$ cat src/rtl/bmrh_pkg.sv
/*
  Shared constants for the buffered modem RTS handshake relay: clock
  rate, bit-rate dividers, switch field positions, wait and hold times.
  Assumes a 40 MHz system clock and 16x oversampled serial links.
*/
package bmrh_pkg;

  ////////////////////////////////////////////////////////////////////////
  // clock and oversampling
  localparam int CLK_HZ = 40_000_000;
  localparam int CLK_PERIOD_PS = 25_000;
  localparam int OVS = 16;
  localparam logic [3:0] OVS_LAST = 4'hf;
  localparam logic [3:0] OVS_MID = 4'h7;

  ////////////////////////////////////////////////////////////////////////
  // bit rates and their 16x divisors (reload value = count - 1)
  localparam int DIV_W = 12;
  localparam logic [DIV_W-1:0] DIV_1200 = DIV_W'(CLK_HZ / (1200 * OVS) - 1);
  localparam logic [DIV_W-1:0] DIV_2400 = DIV_W'(CLK_HZ / (2400 * OVS) - 1);
  localparam logic [DIV_W-1:0] DIV_4800 = DIV_W'(CLK_HZ / (4800 * OVS) - 1);
  localparam logic [DIV_W-1:0] DIV_9600 = DIV_W'(CLK_HZ / (9600 * OVS) - 1);
  localparam logic [DIV_W-1:0] DIV_19200 = DIV_W'(CLK_HZ / (19200 * OVS) - 1);
  localparam logic [2:0] RATE_1200 = 3'h0;
  localparam logic [2:0] RATE_2400 = 3'h1;
  localparam logic [2:0] RATE_4800 = 3'h2;
  localparam logic [2:0] RATE_9600 = 3'h3;
  localparam logic [2:0] RATE_19200 = 3'h4;

  ////////////////////////////////////////////////////////////////////////
  // config switch bank fields
  localparam int SW_RATE_LSB = 0;
  localparam int SW_SEVEN = 3;
  localparam int SW_PAR_EN = 4;
  localparam int SW_PAR_ODD = 5;
  localparam int SW_WAIT_LSB = 6;
  localparam logic [1:0] WAIT_CTS = 2'h0;
  localparam logic [1:0] WAIT_5MS = 2'h1;
  localparam logic [1:0] WAIT_10MS = 2'h2;
  localparam logic [1:0] WAIT_50MS = 2'h3;

  ////////////////////////////////////////////////////////////////////////
  // times
  localparam int MS_NS = 1_000_000;
  localparam logic [5:0] WAIT_5_MS = 6'h05;
  localparam logic [5:0] WAIT_10_MS = 6'h0a;
  localparam logic [5:0] WAIT_50_MS = 6'h32;
  localparam int HANG_CHARS = 2;
  localparam int DRV_HOLD_BITS = 10;

  ////////////////////////////////////////////////////////////////////////
  // buffer and frame
  localparam int DATA_W = 8;
  localparam int FIFO_DEPTH = 160;
  localparam logic [3:0] FRAME_EXTRA = 4'h2;

  typedef enum logic [1:0] {
    BMRH_IDLE,
    BMRH_WAIT,
    BMRH_SEND,
    BMRH_HOLD
  } bmrh_mstate_e;

endpackage

$ cat src/rtl/bmrh_fifo.sv
/*
  Synchronous FIFO with valid/ready on both sides.
  Assumes one clock; the writer honours in_ready_o, the reader may stall.
*/
`timescale 1ns/1ps
module bmrh_fifo #(
  parameter int W = 8,
  parameter int DEPTH = 8
) (
  input wire logic clk_i,
  input wire logic nrst_i,
  input wire logic [W-1:0] in_data_i,
  input wire logic in_valid_i,
  output logic in_ready_o,
  output logic [W-1:0] out_data_o,
  output logic out_valid_o,
  input wire logic out_ready_i
);
  localparam int AW = $clog2(DEPTH);
  localparam int CW = $clog2(DEPTH + 1);
  localparam logic [AW-1:0] PTR_LAST = AW'(DEPTH - 1);
  localparam logic [CW-1:0] CNT_FULL = CW'(DEPTH);

  logic [W-1:0] mem_q [DEPTH];
  logic [AW-1:0] wr_q;
  logic [AW-1:0] rd_q;
  logic [CW-1:0] cnt_q;

  // flow control
  wire push = in_valid_i & in_ready_o;
  wire pop = out_valid_o & out_ready_i;
  assign in_ready_o = cnt_q != CNT_FULL;
  assign out_valid_o = cnt_q != '0;
  assign out_data_o = mem_q[rd_q];

  // storage
  always_ff @(posedge clk_i) begin
    if (push) begin
      mem_q[wr_q] <= in_data_i;
    end
  end

  // pointers and fill count
  always_ff @(posedge clk_i or negedge nrst_i) begin
    if (!nrst_i) begin
      wr_q <= '0;
      rd_q <= '0;
      cnt_q <= '0;
    end else begin
      if (push) begin
        wr_q <= (wr_q == PTR_LAST) ? '0 : wr_q + 1'b1;
      end
      if (pop) begin
        rd_q <= (rd_q == PTR_LAST) ? '0 : rd_q + 1'b1;
      end
      cnt_q <= cnt_q + CW'(push) - CW'(pop);
    end
  end
endmodule

$ cat src/rtl/bmrh_ser.sv
/*
  One asynchronous serial link: receiver and transmitter, 16x oversampled.
  Assumes rxd_i already synchronised and a shared tick_i at 16x bit rate.
*/
`timescale 1ns/1ps
module bmrh_ser (
  input wire logic clk_i,
  input wire logic nrst_i,
  input wire logic tick_i,
  input wire logic seven_i,
  input wire logic par_en_i,
  input wire logic par_odd_i,
  input wire logic rxd_i,
  output logic [7:0] rx_data_o,
  output logic rx_valid_o,
  output logic rx_perr_o,
  output logic rx_busy_o,
  input wire logic [7:0] tx_data_i,
  input wire logic tx_valid_i,
  output logic tx_ready_o,
  output logic tx_busy_o,
  output logic txd_o
);
  logic rx_act_q, rx_valid_q, rx_perr_q;
  logic [3:0] rx_tick_q, rx_idx_q;
  logic [8:0] rx_sh_q;
  logic [7:0] rx_data_q;
  logic [10:0] tx_sh_q;
  logic [3:0] tx_left_q, tx_tick_q;
  logic txd_q;

  // frame geometry
  wire [3:0] n_data = seven_i ? 4'h7 : 4'h8;
  wire [3:0] n_pay = n_data + {3'h0, par_en_i};
  wire [3:0] n_frame = n_pay + bmrh_pkg::FRAME_EXTRA;

  // receive decode, payload right aligned, lsb first
  wire rx_sample = tick_i & (rx_tick_q == bmrh_pkg::OVS_LAST);
  wire rx_at_stop = rx_idx_q == (n_pay + 4'h1);
  wire [8:0] rx_al = rx_sh_q >> (4'h9 - n_pay);
  wire [7:0] rx_dat = seven_i ? {1'b0, rx_al[6:0]} : rx_al[7:0];
  wire rx_par_bad = par_en_i & ((^rx_dat) ^ rx_al[n_data] ^ par_odd_i);

  // receiver: start, payload, stop sampled mid bit
  always_ff @(posedge clk_i or negedge nrst_i) begin
    if (!nrst_i) begin
      rx_act_q <= 1'b0;
      rx_tick_q <= '0;
      rx_idx_q <= '0;
      rx_sh_q <= '0;
      rx_data_q <= '0;
      rx_valid_q <= 1'b0;
      rx_perr_q <= 1'b0;
    end else begin
      rx_valid_q <= 1'b0;
      rx_perr_q <= 1'b0;
      if (!rx_act_q) begin
        if (!rxd_i) begin
          rx_act_q <= 1'b1;
          rx_tick_q <= bmrh_pkg::OVS_MID;
          rx_idx_q <= '0;
        end
      end else if (tick_i) begin
        rx_tick_q <= rx_tick_q + 4'h1;
        if (rx_sample) begin
          if (rx_idx_q == '0 && rxd_i) begin
            rx_act_q <= 1'b0; // glitch, not a start
          end else if (rx_at_stop) begin
            rx_act_q <= 1'b0;
            rx_valid_q <= rxd_i;
            rx_perr_q <= rxd_i & rx_par_bad;
            rx_data_q <= rx_dat;
          end else begin
            rx_sh_q <= {rxd_i, rx_sh_q[8:1]};
            rx_idx_q <= rx_idx_q + 4'h1;
          end
        end
      end
    end
  end

  assign rx_data_o = rx_data_q;
  assign rx_valid_o = rx_valid_q;
  assign rx_perr_o = rx_perr_q;
  assign rx_busy_o = rx_act_q;

  // transmit frame: start, data lsb first, parity, stop
  wire tx_par = (seven_i ? ^tx_data_i[6:0] : ^tx_data_i) ^ par_odd_i;
  wire [10:0] tx_frame = seven_i ? {2'h3, tx_par, tx_data_i[6:0], 1'b0} :
                         {1'b1, par_en_i ? tx_par : 1'b1, tx_data_i, 1'b0};
  assign tx_busy_o = tx_left_q != '0;
  assign tx_ready_o = !tx_busy_o;

  // transmitter shift
  always_ff @(posedge clk_i or negedge nrst_i) begin
    if (!nrst_i) begin
      tx_sh_q <= '1;
      tx_left_q <= '0;
      tx_tick_q <= '0;
      txd_q <= 1'b1;
    end else if (tx_valid_i && !tx_busy_o) begin
      tx_sh_q <= tx_frame;
      tx_left_q <= n_frame;
      tx_tick_q <= '0;
      txd_q <= 1'b0;
    end else if (tx_busy_o && tick_i) begin
      tx_tick_q <= tx_tick_q + 4'h1;
      if (tx_tick_q == bmrh_pkg::OVS_LAST) begin
        tx_sh_q <= {1'b1, tx_sh_q[10:1]};
        tx_left_q <= tx_left_q - 4'h1;
        txd_q <= (tx_left_q == 4'h1) ? 1'b1 : tx_sh_q[1];
      end
    end
  end

  assign txd_o = txd_q;
endmodule

$ cat src/rtl/bmrh_top.sv
/*
  Buffered relay between a host serial port and an RS-232 radio modem:
  buffers host characters while raising RTS and waiting, then forwards
  them; relays modem data back to the host and steers the host-side
  differential driver and receiver. Assumes one 40 MHz clock, all pins
  asynchronous to it, and configuration straps stable at power-up.
*/
`timescale 1ns/1ps
module bmrh_top #(
  parameter int MS_CYCLES = bmrh_pkg::MS_NS * 1000 / bmrh_pkg::CLK_PERIOD_PS
) (
  input wire logic clk_i,
  input wire logic nrst_i,
  input wire logic [7:0] config_switch_bank_i,
  input wire logic duplex_select_jumper_i,
  input wire logic host_rxd_i,
  output logic host_txd_o,
  output logic host_cts_o,
  output logic host_drv_en_o,
  output logic host_rcv_dis_o,
  output logic modem_txd_o,
  input wire logic modem_rxd_i,
  output logic modem_rts_o,
  input wire logic modem_cts_i,
  output logic parity_err_o
);

  ////////////////////////////////////////////////////////////////////////
  // pin synchronisers
  localparam logic [11:0] SYNC_RST = 12'h006; // serial lines idle high
  logic [11:0] sync_a_q, sync_b_q;

  // two flops on every asynchronous input
  always_ff @(posedge clk_i or negedge nrst_i) begin
    if (!nrst_i) begin
      sync_a_q <= SYNC_RST;
      sync_b_q <= SYNC_RST;
    end else begin
      sync_a_q <= {config_switch_bank_i, duplex_select_jumper_i,
                   host_rxd_i, modem_rxd_i, modem_cts_i};
      sync_b_q <= sync_a_q;
    end
  end

  wire [7:0] sw_s = sync_b_q[11:4];
  wire jumper_s = sync_b_q[3];
  wire host_rxd_s = sync_b_q[2];
  wire modem_rxd_s = sync_b_q[1];
  wire modem_cts_s = sync_b_q[0];

  ////////////////////////////////////////////////////////////////////////
  // power-up configuration capture
  logic [1:0] cfg_wait_cnt_q;
  logic cfg_done_q;
  logic [2:0] cfg_rate_q;
  logic cfg_seven_q, cfg_par_en_q, cfg_par_odd_q, cfg_half_q;
  logic [1:0] cfg_wait_q;

  // one capture after the synchronisers settle, never again
  always_ff @(posedge clk_i or negedge nrst_i) begin
    if (!nrst_i) begin
      cfg_wait_cnt_q <= '0;
      cfg_done_q <= 1'b0;
      cfg_rate_q <= bmrh_pkg::RATE_9600;
      cfg_seven_q <= 1'b0;
      cfg_par_en_q <= 1'b0;
      cfg_par_odd_q <= 1'b0;
      cfg_half_q <= 1'b0;
      cfg_wait_q <= bmrh_pkg::WAIT_CTS;
    end else if (!cfg_done_q) begin
      cfg_wait_cnt_q <= cfg_wait_cnt_q + 2'h1;
      if (cfg_wait_cnt_q == 2'h3) begin
        cfg_done_q <= 1'b1;
        cfg_rate_q <= sw_s[bmrh_pkg::SW_RATE_LSB +: 3];
        cfg_seven_q <= sw_s[bmrh_pkg::SW_SEVEN];
        cfg_par_en_q <= sw_s[bmrh_pkg::SW_PAR_EN];
        cfg_par_odd_q <= sw_s[bmrh_pkg::SW_PAR_ODD];
        cfg_wait_q <= sw_s[bmrh_pkg::SW_WAIT_LSB +: 2];
        cfg_half_q <= jumper_s;
      end
    end
  end

  // seven bits without parity runs as eight bits without parity
  wire seven_eff = cfg_seven_q & cfg_par_en_q;

  ////////////////////////////////////////////////////////////////////////
  // 16x bit-rate tick
  logic [bmrh_pkg::DIV_W-1:0] div_q;
  logic [bmrh_pkg::DIV_W-1:0] div_reload;

  // rate select
  always_comb begin
    unique case (cfg_rate_q)
      bmrh_pkg::RATE_1200: div_reload = bmrh_pkg::DIV_1200;
      bmrh_pkg::RATE_2400: div_reload = bmrh_pkg::DIV_2400;
      bmrh_pkg::RATE_4800: div_reload = bmrh_pkg::DIV_4800;
      bmrh_pkg::RATE_9600: div_reload = bmrh_pkg::DIV_9600;
      bmrh_pkg::RATE_19200: div_reload = bmrh_pkg::DIV_19200;
      default: div_reload = bmrh_pkg::DIV_9600; // unused switch codes
    endcase
  end

  wire tick16 = cfg_done_q & (div_q == '0);

  // divider
  always_ff @(posedge clk_i or negedge nrst_i) begin
    if (!nrst_i) begin
      div_q <= '0;
    end else if (!cfg_done_q || div_q == '0) begin
      div_q <= div_reload;
    end else begin
      div_q <= div_q - 1'b1;
    end
  end

  ////////////////////////////////////////////////////////////////////////
  // serial links and buffer
  logic [7:0] h_rx_data, m_rx_data, f_data;
  logic h_rx_valid, h_rx_perr, m_rx_valid, m_rx_perr, m_rx_busy;
  logic h_tx_busy, m_tx_ready, m_tx_busy, f_valid, f_in_ready;
  logic host_txd, modem_txd;
  logic drv_q;
  bmrh_pkg::bmrh_mstate_e st_q;

  // half duplex blinds the host receiver while the driver is on
  wire rcv_dis = cfg_half_q & drv_q;
  wire host_rxd_eff = rcv_dis | host_rxd_s;
  wire f_out_ready = (st_q == bmrh_pkg::BMRH_SEND) & m_tx_ready;

  bmrh_ser u_host (
    .clk_i(clk_i),
    .nrst_i(nrst_i),
    .tick_i(tick16),
    .seven_i(seven_eff),
    .par_en_i(cfg_par_en_q),
    .par_odd_i(cfg_par_odd_q),
    .rxd_i(host_rxd_eff),
    .rx_data_o(h_rx_data),
    .rx_valid_o(h_rx_valid),
    .rx_perr_o(h_rx_perr),
    .rx_busy_o(),
    .tx_data_i(m_rx_data),
    .tx_valid_i(m_rx_valid),
    .tx_ready_o(),
    .tx_busy_o(h_tx_busy),
    .txd_o(host_txd)
  );

  bmrh_ser u_modem (
    .clk_i(clk_i),
    .nrst_i(nrst_i),
    .tick_i(tick16),
    .seven_i(seven_eff),
    .par_en_i(cfg_par_en_q),
    .par_odd_i(cfg_par_odd_q),
    .rxd_i(modem_rxd_s),
    .rx_data_o(m_rx_data),
    .rx_valid_o(m_rx_valid),
    .rx_perr_o(m_rx_perr),
    .rx_busy_o(m_rx_busy),
    .tx_data_i(f_data),
    .tx_valid_i(f_out_ready & f_valid),
    .tx_ready_o(m_tx_ready),
    .tx_busy_o(m_tx_busy),
    .txd_o(modem_txd)
  );

  // host characters queue here during the hold-off
  bmrh_fifo #(
    .W(bmrh_pkg::DATA_W),
    .DEPTH(bmrh_pkg::FIFO_DEPTH)
  ) u_buf (
    .clk_i(clk_i),
    .nrst_i(nrst_i),
    .in_data_i(h_rx_data),
    .in_valid_i(h_rx_valid),
    .in_ready_o(f_in_ready),
    .out_data_o(f_data),
    .out_valid_o(f_valid),
    .out_ready_i(f_out_ready)
  );

  ////////////////////////////////////////////////////////////////////////
  // modem side sequencer
  logic [15:0] ms_cyc_q;
  logic [5:0] ms_cnt_q;
  logic [9:0] hang_q;
  logic rts_q;
  logic [5:0] wait_ms;

  // wait length select
  always_comb begin
    unique case (cfg_wait_q)
      bmrh_pkg::WAIT_5MS: wait_ms = bmrh_pkg::WAIT_5_MS;
      bmrh_pkg::WAIT_10MS: wait_ms = bmrh_pkg::WAIT_10_MS;
      bmrh_pkg::WAIT_50MS: wait_ms = bmrh_pkg::WAIT_50_MS;
      bmrh_pkg::WAIT_CTS: wait_ms = '0;
    endcase
  end

  wire [3:0] n_frame = 4'h8 + {3'h0, seven_eff ? 1'b0 : 1'b1} - 4'h1 +
                       {3'h0, cfg_par_en_q} + bmrh_pkg::FRAME_EXTRA;
  wire [9:0] hang_ticks = 10'(bmrh_pkg::HANG_CHARS) * 10'(bmrh_pkg::OVS) *
                          {6'h0, n_frame};
  wire ms_tick = ms_cyc_q == 16'(MS_CYCLES - 1);
  wire wait_over = (cfg_wait_q == bmrh_pkg::WAIT_CTS) ? modem_cts_s :
                   (ms_cnt_q == wait_ms);
  wire sent_all = !f_valid & !m_tx_busy;

  // idle, wait, send, hang-over
  always_ff @(posedge clk_i or negedge nrst_i) begin
    if (!nrst_i) begin
      st_q <= bmrh_pkg::BMRH_IDLE;
      rts_q <= 1'b0;
      ms_cyc_q <= '0;
      ms_cnt_q <= '0;
      hang_q <= '0;
    end else begin
      unique case (st_q)
        bmrh_pkg::BMRH_IDLE: begin
          ms_cyc_q <= '0;
          ms_cnt_q <= '0;
          if (f_valid) begin
            st_q <= bmrh_pkg::BMRH_WAIT;
            rts_q <= 1'b1;
          end
        end
        bmrh_pkg::BMRH_WAIT: begin
          ms_cyc_q <= ms_tick ? '0 : ms_cyc_q + 16'h1;
          if (ms_tick) begin
            ms_cnt_q <= ms_cnt_q + 6'h1;
          end
          if (wait_over) begin
            st_q <= bmrh_pkg::BMRH_SEND;
          end
        end
        bmrh_pkg::BMRH_SEND: begin
          hang_q <= '0;
          if (sent_all) begin
            st_q <= bmrh_pkg::BMRH_HOLD;
          end
        end
        bmrh_pkg::BMRH_HOLD: begin
          if (f_valid) begin
            st_q <= bmrh_pkg::BMRH_SEND;
          end else if (tick16) begin
            hang_q <= hang_q + 10'h1;
            if (hang_q == hang_ticks - 10'h1) begin
              st_q <= bmrh_pkg::BMRH_IDLE;
              rts_q <= 1'b0;
            end
          end
        end
      endcase
    end
  end

  ////////////////////////////////////////////////////////////////////////
  // host-side differential driver control
  localparam logic [9:0] DRV_TICKS = 10'(bmrh_pkg::DRV_HOLD_BITS * bmrh_pkg::OVS);
  logic [9:0] drv_cnt_q;
  logic perr_q;

  // on at first modem data, off after ten idle bit periods
  always_ff @(posedge clk_i or negedge nrst_i) begin
    if (!nrst_i) begin
      drv_q <= 1'b0;
      drv_cnt_q <= '0;
    end else if (cfg_done_q && !modem_rxd_s) begin
      drv_q <= 1'b1;
      drv_cnt_q <= '0;
    end else if (h_tx_busy || m_rx_busy || m_rx_valid) begin
      drv_cnt_q <= '0;
    end else if (drv_q && tick16) begin
      drv_cnt_q <= drv_cnt_q + 10'h1;
      if (drv_cnt_q == DRV_TICKS - 10'h1) begin
        drv_q <= 1'b0;
      end
    end
  end

  // parity error pulse from either link
  always_ff @(posedge clk_i or negedge nrst_i) begin
    if (!nrst_i) begin
      perr_q <= 1'b0;
    end else begin
      perr_q <= h_rx_perr | m_rx_perr;
    end
  end

  assign host_txd_o = host_txd;
  assign host_cts_o = f_in_ready;
  assign host_drv_en_o = drv_q;
  assign host_rcv_dis_o = rcv_dis;
  assign modem_txd_o = modem_txd;
  assign modem_rts_o = rts_q;
  assign parity_err_o = perr_q;
endmodule

$ cat config.mk
export PLATFORM = sky130hd
export DESIGN_NAME = bmrh_top
export DESIGN_NICKNAME = d
export VERILOG_FILES = /design/src/rtl/bmrh_pkg.sv /design/src/rtl/bmrh_fifo.sv /design/src/rtl/bmrh_ser.sv /design/src/rtl/bmrh_top.sv
export SDC_FILE = /design/constraint.sdc
export NUM_CORES = 2
export LEC_CHECK = 0
export ABC_CLOCK_PERIOD_IN_PS = 3440
export BUFFER_PORTS_ARGS = -buffer_cell sky130_fd_sc_hd__buf_4
export CAP_MARGIN = 40
export CORE_MARGIN = 2
export CORE_UTILIZATION = 35
export DETAILED_ROUTE_END_ITERATION = 8
export SYNTH_ARGS = -nofsm -noshare
export SYNTH_HDL_FRONTEND = slang
export SYNTH_SLANG_ARGS = --single-unit
$ cat constraint.sdc
create_clock -name clk_i -period 3.44 [get_ports clk_i]
set_input_delay 0.344 -clock clk_i [delete_from_list [all_inputs] [get_ports clk_i]]
set_output_delay 0.344 -clock clk_i [all_outputs]
set_load 0.05 [all_outputs]
==> impl_results.md <==
- Antenna viol nets, final: 0
- Setup skew after layout: a little under 0.08 ns
- Number of setup violations in the final report: 2
- Clock root buffer: sky130_fd_sc_hd__clkbuf_16
- Total number of vias: between 30000 and 40000
- Highest net fanout along the worst path: 8
- Xor and xnor fraction of the mapped netlist area: about 1.5%
- CTS tree: yes
- Routed len/inst: between 20 and 25 um
- Wire length after detailed routing: roughly 150000 um
- Dominant combinational cell family by area after synthesis: multiplexers
- Share of flip-flops with an asynchronous set or reset: approximately 14%
- Power, Total: between 30000 and 40000 uW
- Headroom to the max-slew limit: 39.4%
- Post-synth EDFFs: between 1000 and 1500
- Violations in the final reports: setup timing
- Setup WS post-layout: -0.278 ns
- Fraction of final layout cells sized beyond drive strength 1: ~30%
- Largest net degree at the start of global routing: approximately 160
- RSZ-0062 raised after global routing: yes
- Hold/Removal Path Class: in2async
- Leakage: a little over 0.02 uW
- Number of CTS-inserted buffers: 158
- Count of port buffers added during placement: 20
- Final global-route overflow total: 0
- Height of the die: 418 um
- Count of yosys warnings during synthesis: 0
- Share of cell area taken by muxes after synthesis: roughly 15%
- Starting density of the core: a little over a third
- Pins over their slew limit: 0
- Area of the core: roughly 0.17 mm^2
- Flop2flop setup slack: -0.28 ns
- Depth of the CTS H-tree: 4
- Number of global-route vias before repair: roughly 32000
- Final hold viol count: 0
- CTS Buffer Depth: 3
- FF+latch count, synth: ~1500
- Worst supply voltage drop on vdd: ~390 uV
- Worst-path clk slew: approximately 0.060 ns
- Setup TNS after final layout: -0.532 ns
- Placement row count: approximately 150
- Global-route wire length before repair: ~220000 um
- Adder and majority gate portion of the synthesized area: 0.807%
- Final Net Count: about 3800
- Net count of the mapped netlist: between 3000 and 4000
- Required arrival time at the worst endpoint: 4.18 ns
- Number of top-level pins: 21
- Number of filler cells placed in the layout: approximately 15000
- Least-Margin Pin Slew: between 0.9 and 1 ns
- Setup Crit Path Kind: reg2reg
- GRT Resource Usage Total: 16.8%
- Basic-gate share of the synthesized area counting and, or, nand and nor cells: 4.78%
- Synth unique cells: 75
- Relative area change from synthesis to final layout: 20.6%
- Pwr per Cell Area: approximately 510 mW/mm^2
- Highest clock rate: about 0.27 GHz
- Source-to-sink clock delay at the later pin of the worst-skew pair: around 0.8 ns
- Run status: finished with violations
- Detailed-placement wirelength estimate: around 94000 um
- Per-instance average area after synthesis: 18.3 um^2
- Iteration-0 DRC count of the detailed router: approximately 3600
- Total clock sinks: approximately 1500
- Final routed DRC violation total: 0
- Sequential cell area fraction in the yosys report: between 70% and 80%
- CP endpoint kind: register
- Final weighted congestion in routability-driven placement: between 0.8 and 0.9
- Via-to-Cell Ratio: roughly 5.2
- Synth Flop Type: sky130_fd_sc_hd__edfxtp_1
- Die X-Extent: 418 um
- Mapped cell area: around 0.060 mm^2
- Worst slack at placement: -0.420 ns
- Final design utilization: a little over two fifths
- Number of maximum-capacitance violations: 0
- Clock period minus worst slack: ~3.7 ns
- Die area: between 0.15 and 0.2 mm^2
- Arrival time of data at the critical path endpoint: around 4.5 ns
- Placed cell count: a little under 6000
- Area fraction in compound gates after synthesis: ~3.5%
- Final cell count without fillers: 6137
- Fraction of the cycle the final worst path needs: 108%
- Setup crit start kind: register
- DR pass1 iterations: 5
- Number of standard cells after synthesis: between 3000 and 4000
- Initial antenna violation count: 2
-- critical path: stages (launching register included) --
cell and delay (ns):
sky130_fd_sc_hd__dfrtp_4 0.52, sky130_fd_sc_hd__buf_4 0.16, sky130_fd_sc_hd__buf_12 0.15, sky130_fd_sc_hd__buf_12 0.14
sky130_fd_sc_hd__buf_12 0.14, sky130_fd_sc_hd__buf_4 0.13, sky130_fd_sc_hd__mux4_2 0.41, sky130_fd_sc_hd__mux4_2 0.53
sky130_fd_sc_hd__mux2_2 0.34, sky130_fd_sc_hd__a32oi_2 0.21, sky130_fd_sc_hd__xnor2_1 0.15, sky130_fd_sc_hd__xnor3_1 0.47
sky130_fd_sc_hd__a31oi_1 0.19, sky130_fd_sc_hd__a21oi_1 0.09
-- power breakdown --
group / total (uW) / switching, uW / internal [uW]
combinational: 141 / 90.4 / 50.2
sequential: 19400 / 17.6 / 19400
clock: 17300 / 7340 / 9960
-- synth_stat cells, types with 24 or more instances --
library cell / number / area, um^2
sky130_fd_sc_hd__mux2_2: 36 / 405
sky130_fd_sc_hd__a21oi_1: 54 / 270
sky130_fd_sc_hd__xnor2_1: 53 / 464
sky130_fd_sc_hd__nor2_1: 280 / 1050
sky130_fd_sc_hd__a31oi_1: 24 / 150
sky130_fd_sc_hd__mux4_2: 310 / 6980
sky130_fd_sc_hd__dfstp_2: 26 / 683
sky130_fd_sc_hd__buf_2: 36 / 180
sky130_fd_sc_hd__xor2_1: 45 / 394
sky130_fd_sc_hd__o21ai_0: 90 / 450
sky130_fd_sc_hd__dfrtp_1: 185 / 4630
sky130_fd_sc_hd__clkbuf_1: 86 / 323
sky130_fd_sc_hd__edfxtp_1: 1280 / 38400
sky130_fd_sc_hd__mux2i_1: 115 / 1150
sky130_fd_sc_hd__nand2_1: 155 / 582
sky130_fd_sc_hd__a22oi_1: 32 / 240
sky130_fd_sc_hd__nand3_1: 55 / 275
sky130_fd_sc_hd__ha_1: 37 / 463
sky130_fd_sc_hd__inv_1: 42 / 158
sky130_fd_sc_hd__nor2b_1: 28 / 175
-- cells by family after synthesis --
| kind of cell | Yosys count |
|---|---|
| DFF | 1491 |
| and+or+nand+nor | 640 |
| muxes | 467 |
| AOI/OAI and AO/OA | 326 |
| buffers and inverters | 212 |
| xor gates and xnor gates | 99 |
| adders and majority gates | 38 |
-- flip-flops by register name (all words and copies together), names as in the netlist, 9 cells and up --
name / count
sync_a_q: 12
u_modem.rx_sh_q: 9
u_host.tx_sh_q: 9
div_q: 12
u_modem.tx_sh_q: 9
drv_cnt_q: 10
sync_b_q: 12
u_buf.mem_q: 1280
u_host.rx_sh_q: 9
hang_q: 10
ms_cyc_q: 16
-- cell usage in the layout (no fill, tap or decap), types with 20 or more instances in the layout --
| cell type | instances |
|---|---|
| sky130_fd_sc_hd__dfstp_2 | 26 |
| sky130_fd_sc_hd__inv_1 | 40 |
| sky130_fd_sc_hd__nor2b_1 | 25 |
| sky130_fd_sc_hd__clkbuf_16 | 164 |
| sky130_fd_sc_hd__nand2_1 | 154 |
| sky130_fd_sc_hd__nor3_1 | 20 |
| sky130_fd_sc_hd__mux4_2 | 310 |
| sky130_fd_sc_hd__mux2i_1 | 114 |
| sky130_fd_sc_hd__xor2_1 | 45 |
| sky130_fd_sc_hd__o21ai_0 | 88 |
| sky130_fd_sc_hd__o22ai_1 | 21 |
| sky130_fd_sc_hd__clkinv_1 | 33 |
| sky130_fd_sc_hd__ha_1 | 37 |
| sky130_fd_sc_hd__mux2_2 | 35 |
| sky130_fd_sc_hd__clkbuf_1 | 32 |
| sky130_fd_sc_hd__nand3_1 | 55 |
| sky130_fd_sc_hd__and3_1 | 20 |
| sky130_fd_sc_hd__a31oi_1 | 22 |
| sky130_fd_sc_hd__edfxtp_1 | 1280 |
| sky130_fd_sc_hd__xnor2_1 | 53 |
| sky130_fd_sc_hd__dfrtp_1 | 172 |
| sky130_fd_sc_hd__a21oi_1 | 50 |
| sky130_fd_sc_hd__a22oi_1 | 30 |
| sky130_fd_sc_hd__nor2_1 | 278 |
| sky130_fd_sc_hd__buf_12 | 45 |
| sky130_fd_sc_hd__clkinv_2 | 25 |
| sky130_fd_sc_hd__buf_4 | 439 |
-- metrics by stage --
step                hold slack, ns  instance area [um^2]
CTS                          0.166                 71600
detailed placement           0.336                 65800
global placement             0.338                 65800
global route                 0.193                 72200
floorplan                   0.0484                 59900
finish                       0.152                 72200
-- timing repair --
item | CTS | global route
setup endpoints to repair | 2 | 19
buffers inserted | 9 | 35
hold endpoints to repair | 98 | 0
pin swaps | 0 | 7
gates cloned | 2 | 5
gates resized for setup | 20 | 42
hold buffers | 13 | 0
-- cell type report --
cell class / instances / area (um^2) / area share [%]
diodes: 2 / 5.00 / 0.00693
multi-input cells: 1570 / 15300 / 21.2
repair buffers: 519 / 4810 / 6.66
flip-flops and latches: 1491 / 43800 / 60.7
clock buffers: 199 / 4210 / 5.83
inverters: 42 / 159 / 0.220
clock inverters: 96 / 1170 / 1.62
well taps: 2218 / 2780 / 3.84
-- per-layer routing --
metal | global-route usage [%] | routed length (um) | vias up
li1 | - | - | 14000
met1 | 23.5 | 63000 | 16800
met2 | 26.6 | 70200 | 1113
met3 | 3.12 | 10100 | 217
met4 | 5.13 | 3810 | 2
met5 | 0 | 13 | -
-- final timing paths --
| kind | start | to | cells after the start |
|---|---|---|---|
| setup reg to reg | u_buf.rd_q[0] | u_modem.tx_sh_q[8] | 13 |
| min in group clk_i | config_switch_bank_i[3] | sync_a_q[7] | 2 |
| setup / recovery | u_buf.rd_q[0] | u_modem.tx_sh_q[8] | 13 |
| hold reg to reg | sync_a_q[11] | sync_b_q[11] | 0 |
| hold / removal | nrst_i | ms_cyc_q[3] | 2 |
| max in group asynchronous | nrst_i | u_host.tx_sh_q[2] | 3 |
No activity file was read; power rests on OpenSTA's default activity.
